## src/core/rbg_pkg.sv

```systemverilog
// Purpose: constants and types for the repeating bitstream generator
// Assumes: 40 MHz system clock
// Notes:   pattern words are 8 bits, one per sequencer state
package rbg_pkg;
  localparam int          NumStates  = 8;
  localparam int          WordBits   = 8;
  localparam int          MaxBits    = 64;
  localparam int          LenW       = 7;
  localparam logic [6:0]  LenReset   = 7'h40;
  localparam logic [2:0]  SelFirst   = 3'h7;
  localparam logic [2:0]  StateFirst = 3'h0;
  localparam int          StepDiv    = 4;
  localparam logic [3:0]  StepLast   = 4'h3;
  localparam logic [7:0]  WordEven   = 8'hAA;
  localparam logic [7:0]  WordOdd    = 8'h55;

  typedef enum logic [2:0] {
    SEQ_RESET = 3'b001,
    SEQ_RUN   = 3'b010,
    SEQ_IDLE  = 3'b100
  } rbg_seq_t;

  typedef struct packed {
    logic       we;
    logic [2:0] addr;
    logic [7:0] data;
  } rbg_mem_wr_t;

  typedef struct packed {
    logic       we;
    logic [6:0] len;
  } rbg_len_wr_t;
endpackage

```

## src/core/rbg_bitstream.sv

```systemverilog
// Purpose: repeating serial pattern source with clock line
// Assumes: start and enable are asynchronous pins; config writes are on clk
// Notes:   the sequencer steps once per word, bits leave msb first
`timescale 1ns/100ps
module rbg_bitstream
  import rbg_pkg::*;
(
  // clock and reset
  input  wire logic        clk,
  input  wire logic        rstn,
  // pins
  input  wire logic        startIn,
  input  wire logic        enableIn,
  // configuration writes
  input  wire rbg_mem_wr_t memWr,
  input  wire rbg_len_wr_t lenWr,
  // serial link
  output logic             serClk,
  output logic             serData
);
  logic [1:0] startSync_q, enSync_q;
  logic       startS, enS;
  logic [7:0] mem_q [NumStates], mem_d [NumStates];
  logic [6:0] len_q, len_d;
  logic [3:0] div_q, div_d;
  logic       stepEn;
  rbg_seq_t   seq_q, seq_d;
  logic [2:0] state_q, state_d, sel_q, sel_d;
  logic [6:0] cnt_q, cnt_d;
  logic       phase_q, phase_d, clk_q, clk_d, data_q, data_d;
  logic [3:0] muxA;
  logic [1:0] muxB;
  logic       muxOut;

  always_ff @(posedge clk or negedge rstn) begin
    if (!rstn) begin
      startSync_q <= 2'h0;
      enSync_q    <= 2'h0;
    end else begin
      startSync_q <= {startSync_q[0], startIn};
      enSync_q    <= {enSync_q[0], enableIn};
    end
  end
  assign startS = startSync_q[1];
  assign enS    = enSync_q[1];

  // word memory and length preset
  always_comb begin
    for (int i = 0; i < NumStates; i++) begin
      mem_d[i] = mem_q[i];
    end
    if (memWr.we) begin
      mem_d[memWr.addr] = memWr.data;
    end
    len_d = len_q;
    if (lenWr.we && lenWr.len != 7'h00 && lenWr.len <= LenReset) begin
      len_d = lenWr.len;
    end
  end
  always_ff @(posedge clk or negedge rstn) begin
    if (!rstn) begin
      for (int i = 0; i < NumStates; i++) begin
        mem_q[i] <= (i % 2 == 0) ? WordEven : WordOdd;
      end
      len_q <= LenReset;
    end else begin
      mem_q <= mem_d;
      len_q <= len_d;
    end
  end

  // step clock divider: one phase spans StepDiv system cycles
  always_comb begin
    stepEn = (div_q == StepLast);
    div_d  = stepEn ? 4'h0 : div_q + 4'h1;
  end

  // mux: three cascaded 2-to-1 stages
  genvar g;
  generate
    for (g = 0; g < 4; g++) begin : gFirst
      assign muxA[g] = sel_q[0] ? mem_q[state_q][2*g+1] : mem_q[state_q][2*g];
    end
    for (g = 0; g < 2; g++) begin : gSecond
      assign muxB[g] = sel_q[1] ? muxA[2*g+1] : muxA[2*g];
    end
  endgenerate
  assign muxOut = sel_q[2] ? muxB[1] : muxB[0];

  // sequencer and generator
  always_comb begin
    seq_d   = seq_q;
    state_d = state_q;
    sel_d   = sel_q;
    cnt_d   = cnt_q;
    phase_d = phase_q;
    clk_d   = 1'b0;
    data_d  = mem_q[state_q][7];
    case (seq_q)
      SEQ_RESET: begin
        if (startS) begin
          seq_d   = SEQ_RUN;
          state_d = 3'h1;
          sel_d   = SelFirst;
          cnt_d   = len_q;
          phase_d = 1'b0;
        end
      end
      SEQ_RUN: begin
        if (enS) begin
          data_d = muxOut;
          clk_d  = phase_q;
          if (stepEn) begin
            phase_d = ~phase_q;
            if (phase_q) begin
              if (cnt_q == 7'h01) begin
                cnt_d   = len_q;
                sel_d   = SelFirst;
                state_d = StateFirst;
              end else begin
                cnt_d = cnt_q - 7'h01;
                sel_d = sel_q - 3'h1;
                if (sel_q == 3'h0) begin
                  state_d = state_q + 3'h1;
                end
              end
            end
          end
        end
      end
      default: begin
        seq_d = SEQ_RESET;
      end
    endcase
  end
  always_ff @(posedge clk or negedge rstn) begin
    if (!rstn) begin
      div_q   <= 4'h0;
      seq_q   <= SEQ_RESET;
      state_q <= StateFirst;
      sel_q   <= SelFirst;
      cnt_q   <= LenReset;
      phase_q <= 1'b0;
      clk_q   <= 1'b0;
      data_q  <= 1'b0;
    end else begin
      div_q   <= div_d;
      seq_q   <= seq_d;
      state_q <= state_d;
      sel_q   <= sel_d;
      cnt_q   <= cnt_d;
      phase_q <= phase_d;
      clk_q   <= clk_d;
      data_q  <= data_d;
    end
  end
  assign serClk  = clk_q;
  assign serData = data_q;

  property p_clk_off;
    @(posedge clk) disable iff (!rstn) !enS |=> !serClk;
  endproperty
  a_clk_off: assert property (p_clk_off) else $error("clock toggled while disabled");
  property p_msb_off;
    @(posedge clk) disable iff (!rstn) !enS |=> serData == $past(mem_q[state_q][7]);
  endproperty
  a_msb_off: assert property (p_msb_off) else $error("data not msb while disabled");
  property p_start;
    @(posedge clk) disable iff (!rstn) seq_q == SEQ_RESET && !startS |=> seq_q == SEQ_RESET;
  endproperty
  a_start: assert property (p_start) else $error("left reset without start");
  property p_ring;
    @(posedge clk) disable iff (!rstn)
      state_q != $past(state_q) && seq_q == $past(seq_q)
      |-> state_q == $past(state_q) + 3'h1 || state_q == StateFirst;
  endproperty
  a_ring: assert property (p_ring) else $error("state skipped");
  property p_onestep;
    @(posedge clk) disable iff (!rstn) !stepEn |=> sel_q == $past(sel_q);
  endproperty
  a_onestep: assert property (p_onestep) else $error("step outside phase edge");
  property p_phase;
    @(posedge clk) disable iff (!rstn) stepEn |=> !stepEn [*3];
  endproperty
  a_phase: assert property (p_phase) else $error("phase too short");
  property p_sel;
    @(posedge clk) disable iff (!rstn)
      seq_q == SEQ_RUN && sel_q != $past(sel_q) && $past(cnt_q) != 7'h01
      |-> sel_q == $past(sel_q) - 3'h1;
  endproperty
  a_sel: assert property (p_sel) else $error("select order wrong");
  property p_sel_msb;
    @(posedge clk) disable iff (!rstn)
      seq_q == SEQ_RUN && state_q != $past(state_q) |-> sel_q == SelFirst;
  endproperty
  a_sel_msb: assert property (p_sel_msb) else $error("word not started at msb");
  property p_len;
    @(posedge clk) disable iff (!rstn) cnt_q != 7'h00 && cnt_q <= LenReset;
  endproperty
  a_len: assert property (p_len) else $error("length out of range");
  c_start: cover property (@(posedge clk) disable iff (!rstn)
    seq_q == SEQ_RESET ##1 seq_q == SEQ_RUN);
  c_wrap: cover property (@(posedge clk) disable iff (!rstn)
    state_q == 3'h7 ##[1:64] state_q == 3'h0);
  c_restart: cover property (@(posedge clk) disable iff (!rstn)
    cnt_q == 7'h01 && stepEn && phase_q);
  c_halt: cover property (@(posedge clk) disable iff (!rstn)
    seq_q == SEQ_RUN && !enS);
endmodule

```

## config.mk

```make
export PLATFORM = sky130hd
export DESIGN_NAME = rbg_bitstream
export DESIGN_NICKNAME = d
export VERILOG_FILES = /design/src/core/rbg_pkg.sv /design/src/core/rbg_bitstream.sv
export SDC_FILE = /design/constraint.sdc
export NUM_CORES = 1
export LEC_CHECK = 0
export ABC_AREA = 1
export BUFFER_PORTS_ARGS = -buffer_cell sky130_fd_sc_hd__buf_2
export CAP_MARGIN = 20
export CORE_MARGIN = 2
export CORE_UTILIZATION = 53
export DETAILED_ROUTE_END_ITERATION = 16
export HOLD_SLACK_MARGIN = 0.06
export PLACE_DENSITY = 0.84
export REMOVE_ABC_BUFFERS = 1
export SLEW_MARGIN = 20
export SYNTH_ARGS = -nofsm -noshare
export SYNTH_HDL_FRONTEND = slang
export SYNTH_SLANG_ARGS = --single-unit
export TNS_END_PERCENT = 20
```

## constraint.sdc

```tcl
create_clock -name clk -period 1.5 [get_ports clk]
set_clock_uncertainty 0.1 [all_clocks]
set_input_delay 0.15 -clock clk [delete_from_list [all_inputs] [get_ports clk]]
set_output_delay 0.15 -clock clk [all_outputs]
set_load 0.05 [all_outputs]
```

# After elaboration in Yosys (flattened, before gate mapping)
# Index checks and enable logic that the tools add are counted.
# W data, S select, Z words.
[word_totals]
register_bits = 98
inputBits = 24
output_inout_bits = 2
[classes]
add_sub_neg = 4
order_cmp = 4
n_eq_ne = 9
mux = 43
bitwise = 4
n_reduce_logical = 10
[ops]
columns = ["cell", "count"]
rows = [
  ["$bwmux W64", 1],
  ["$mux W3", 12],
  ["$mux W7", 5],
  ["$bmux W8 S3", 1],
  ["$demux W8 S3", 1],
  ["$mux W8", 3],
  ["$pmux W3 S2", 3],
  ["$mux W1", 14],
  ["$pmux W7 S2", 1],
  ["$ge A4 B4 Y1 const B", 2],
  ["$ne A2 B2 Y1 const B", 4],
  ["$not A3 Y4", 2],
  ["$eq A7 B1 Y1 const B", 1],
  ["$le A7 B7 Y1 const B", 1],
  ["$reduce_bool A7 Y1", 1],
  ["$sub A7 B1 Y7 const B", 1],
  ["$reduce_and A6 Y1", 1],
  ["$reduce_and A5 Y1", 1],
  ["$add A4 B1 Y4 const B", 1],
  ["$eq A4 B2 Y1 const B", 1],
  ["$lt A4 B1 Y1 const B", 1],
  ["$mux W4", 1],
  ["$reduce_and A4 Y1", 1],
  ["$add A3 B1 Y3 const B", 1],
  ["10 further kinds", 13],
]

# Logic depth before layout (Yosys ltp)
[depth]
depth_word = 9
ltp_mapped = 13
ltp_nobuf = 11

# Worst setup path after synthesis
# No wires, ideal clock.
[synth_timing]
path_type = "register -> register"
startpoint = "register seq_q[0]"
endpoint = "register state_q[2]"
t_arrival_ns = 1.358
required_ns = 1.273
path_slack_ns = -0.085
stages_incl_launch_ff = 11
n_path_buf = 1
period_less_slack_ns = 1.585
path_cell_list = "dfstp_2 > nand2_1 > inv_1 > nor2_2 > nor2_4 > o211ai_4 > buf_6 > nor2_2 > nand2_1 > o21ai_1 > a21oi_1"
[synth_between]
elab_chain_len = 3
elab_cells_between_ends = 10
classes_between = "eq/ne (7); mux (1); reduce/logical (2)"
[synth_rtl]
columns = ["element", "line", "text"]
rows = [
  ["from (decl)", "rbg_bitstream.sv:27", "rbg_seq_t seq_q, seq_d;"],
  ["from (signal assigned)", "rbg_bitstream.sv:148", "seq_q <= seq_d;"],
  ["$eq A3 B2 Y1 or $eq A3 B1 Y1 (tied branches)", "rbg_bitstream.sv:99", "case (seq_q)"],
  ["$ne A3 B3 Y1 (no source line) (tied with other cells)", "n/a", ""],
  ["$reduce_and A6 Y1 (no source line)", "n/a", ""],
  ["to (signal assigned)", "rbg_bitstream.sv:140", "state_q <= StateFirst;"],
  ["to (signal assigned)", "rbg_bitstream.sv:149", "state_q <= state_d;"],
  ["to (decl)", "rbg_bitstream.sv:28", "logic [2:0] state_q, state_d, sel_q, sel_d;"],
]
# Parallel ways exist; a longest one is shown, timed or not.
# A chain may end at the register's enable or synchronous reset.

# Final worst setup path
[layout_timing]
startpoint = "register seq_q[0]"
endpoint = "register cnt_q[1]"
[layout_between]
elab_chain_len = 3
elab_cells_between_ends = 9
classes_between = "eq/ne (6); mux (1); reduce/logical (2)"
[layout_rtl]
columns = ["element", "line", "text"]
rows = [
  ["$eq A3 B2 Y1 or $eq A3 B1 Y1 (tied branches)", "rbg_bitstream.sv:99", ""],
  ["$ne A2 B2 Y1 (no source line) or $reduce_bool A2 Y1 (tied branches)", "n/a", ""],
  ["$reduce_and A5 Y1 (no source line)", "n/a", ""],
  ["to (signal assigned)", "rbg_bitstream.sv:142", "cnt_q <= LenReset;"],
  ["to (signal assigned)", "rbg_bitstream.sv:151", "cnt_q <= cnt_d;"],
  ["to (decl)", "rbg_bitstream.sv:29", "logic [6:0] cnt_q, cnt_d;"],
]
# Parallel ways exist; a longest one is shown, timed or not.

==> results.txt <==
The floorplan has 33 rows. In this run, CTS created clock tree buffers numbering 9. The worst slew margin relative to its limit was 61.1%; the arrival time at the worst endpoint was 1860 ps.

The initial antenna violation count was 0. The setup slack after layout was -211 ps; the total setup violations reported at the end of the flow was 15. The average via count per standard cell is 5.42. The delay of the slowest cell on the worst path was 570 ps; the weighted congestion at the end of routability-driven global placement was 0.841.

Worst min-delay path category: input pin to register. The die footprint came out at 9440 sq um. TritonCTS built the clock tree.

The flip-flop and latch count after synthesis is 97. The power density of the placed cells came out at 1810 nW/um^2. Global routing used 23.7% of the available tracks. The die is 97.1 um wide. The tools report the number of library cell types mapped by synthesis as 33.

The total area inside the core boundary comes to 8300 sq um. The count of inserted antenna diode cells is 0. For the proportion of power drawn by the clock network, the log shows 19.9%. The initial utilization of the core area, before any placement, comes to 55.4%.

The startpoint identified for the worst hold timing path is lenWr[7]. The kind of cell with the highest combined delay along the critical path is flip-flops. The setup path with the least slack is of type register to register.

The worst register-to-register path begins at seq_q[0]$_DFFE_PN1P_. Sum of buffers and inverters on the critical path: 1. The share of the Yosys chip area taken by registers is 53.8%. The critical path goes through nand2_2 -> nor2_2 -> nor2_4 -> o211ai_4 -> nor2_4 -> buf_4 -> a22oi_2 -> o21ai_1.

Based on the critical path, the design can be clocked at up to 584 MHz. The synthesized netlist cell count came out at 547. The critical path starts at seq_q[0]$_DFFE_PN1P_. The first global-routing pass estimated 18100 um of wire. The number of search-and-repair iterations in the first detailed-routing pass was 5; the final period utilization was 114%. At the end of the flow, the number of nets in the layout was 657.

The total number of vias came out at 3996. Counting every sink on the clock net gives 97. In the final layout, the multi-input gates occupy 1880 sq um.

The tools report the total wire length after detailed routing as 10900 um. The cell area reported after detailed placement is 5070 sq um, and the total number of H-tree levels is 3. In this run switching power makes up 36.8% of total power. Internal power comes to 0.00647 W.

The share of total power dissipated in combinational logic is 43.8%. The Yosys step of the flow raised 0 warnings. In this run the vertical extent of the chip is 97.1 um. Leaving out fill and tap cells, the most frequent cells in the layout are sky130_fd_sc_hd__nand2_1 (171), sky130_fd_sc_hd__nand3_1 (62), sky130_fd_sc_hd__o21ai_0 (61). In this run, flip-flops and latches consume 36.3% of the power. The smallest clock period supported by the final layout is computed as 1710 ps. 26 I/O pins were placed. For the number of hold violations in the final report, the log shows 0. The completed layout was analyzed and its total power is 0.0102 W.

For this design, the slowest cell found on the critical path is sky130_fd_sc_hd__dfstp_2. The mean area per synthesized cell is 8.41 sq um. The number of buffers between clock root and the deepest sink was 2; the routed length per placed instance was 14.7 um. The root buffer cell chosen for the clock tree is sky130_fd_sc_hd__clkbuf_8. Leaving out fill and tap cells, the most frequent cell in the layout is sky130_fd_sc_hd__nand2_1. After routing the design area is 5670 sq um. Across the run, the number of max-cap violations was 0. Registers take 2480 sq um. For the post-detailed-route DRC marker count, the log shows 0. Setup repair after global routing could not meet its margin everywhere. The number of I/O port buffers was 25; the filler cell count was 632. STA classifies the critical path startpoint as a register.

STA puts the critical path data required time at 1650 ps. The starting DRC count in detailed routing was 232. The critical path capture point type was a register.

For the pin with the worst max-slew slack, the measured transition is 582 ps. After clock tree synthesis, the clock-pin slew on the worst setup and hold paths is 90 ps. The post-synthesis cell area came out at 4600 sq um. Summed over all nets, the switching power comes to 0.00377 W. The checks that failed: negative setup slack. IR analysis of the VDD net gives a maximum drop of 0.765 mV. The tools report the standby leakage power as 2.74 nW. The number of global-route vias before repair is 3886. The remaining global-route overflow came out at 0.

At the later pin of the worst-skew pair, clock insertion delay measures 370 ps. The maximum fanout along the worst path is 6, and the post-detailed-placement half-perimeter wirelength is 6660 um. The post-synthesis to final-layout area growth is 23.3%. The count of nets left with antenna violations once routing finished came out at 0. The post-route netlist has 24.8% of its cells at a drive strength greater than 1. Entering global routing, the biggest net connects 98 pins. Summed over all failing endpoints, the final setup total negative slack is -2480 ps.

The flow ran to the end, but the final reports show violations. The tools report the number of pins with negative max-slew slack in the final report as 0. The cell that appears most often on the critical path is sky130_fd_sc_hd__nor2_4.
## routing by layer
| layer | global-route usage [%] | up-vias | wire length [um] |
|---|---|---|---|
| met3 | 4.39 | 36 | 652 |
| met2 | 39.4 | 145 | 5380 |
| li1 | - | 1923 | - |
| met1 | 30.9 | 1892 | 4520 |
| met4 | 9.53 | 0 | 302 |
| met5 | 0 | - | 0 |
## cell type report
type	instances	area share, %
inverters	52	3.49
repair buffers	90	13.2
multi-input cells	377	33.1
clock inverters	3	1.59
well taps	105	2.32
flip-flops and latches	97	43.7
clock buffers	13	2.63
## power groups by stage
stage	logic (W)	registers (W)	clock network [W]
after global placement	0.00366	0.00371	0
final	0.00448	0.00372	0.00204
after global routing	0.00496	0.00378	0.00220
after floorplan	0.00216	0.00386	0
after detailed placement	0.00380	0.00373	0
after CTS	0.00409	0.00369	0.00206
## metrics by stage
stage                     setup slack, ps  cells  hold WS [ps]  utilization (%)
after floorplan                      -518    526          -246                -
after CTS                            -156    734           163             67.3
after detailed placement             -257    694           143             61.1
after global placement               -104    694           135             61.1
final                                -211    737           115             68.3
after global routing                 -334    737           142             68.3
## synth_stat cells (all sizes together)
master	n	area share, %
nor2	30	3.3
nand3	64	7.1
dfstp	38	22
nor4	1	0.14
a21oi	11	1.4
a22oi	3	0.49
o211ai	2	0.63
xor2	3	0.57
xnor2	3	0.57
o21ai	76	8.6
clkinv	1	0.082
inv	51	4.2
dfrtp	59	32
nor3	2	0.33
ha	6	1.6
o21a	1	0.16
clkbuf	7	0.57
nand2	174	14
o221ai	1	0.19
buf	14	2.0
## timing repair
| action | CTS | global route |
|---|---|---|
| setup buffers | 6 | 2 |
| endpoints found under the hold margin | 110 | 0 |
| hold buffers | 18 | 0 |
| gates resized for setup | 13 | 14 |
| cloned | 0 | 1 |
| pin swaps | 9 | 7 |
| endpoints found under the setup margin | 15 | 21 |
## kinds of logic after synthesis
kind of cell               count (synthesis)  share of synthesized area, %
adders and majority gates                  6                          1.63
DFF                                       97                          53.8
and+or+nand+nor                          271                          25.1
buffers and inverters                     73                          6.83
AOI/OAI and AO/OA                         94                          11.5
xor gates and xnor gates                   6                          1.14
## registers in the layout (all words and copies together), names as in the netlist
register / cells
startSync_q: 2
mem_q: 64
sel_q: 3
len_q: 7
cnt_q: 7
state_q: 3
serData: 1
serClk: 1
div_q: 4
phase_q: 1
enSync_q: 2
seq_q: 2
## worst min-delay path: cells and delay by family
family | cells | cell delay [ps]
AO/OA/AOI/OAI | 3 | 240
buffers and inverters | 2 | 150
## worst paths after layout
check / end / slack [ps] / depth (start not counted)
max reg2reg: cnt_q[1]$_DFFE_PN0P_ / -210 / 8
min in group asynchronous: mem_q[60]$_DFFE_PN0P_ / 260 / 3
max: cnt_q[1]$_DFFE_PN0P_ / -210 / 8
min reg2reg: enSync_q[1]$_DFF_PN0_ / 260 / 0
max in group asynchronous: mem_q[31]$_DFFE_PN1P_ / 640 / 3
min: len_q[0]$_DFFE_PN0P_ / 110 / 5
Note: power is estimated with default switching activity, not from simulation.
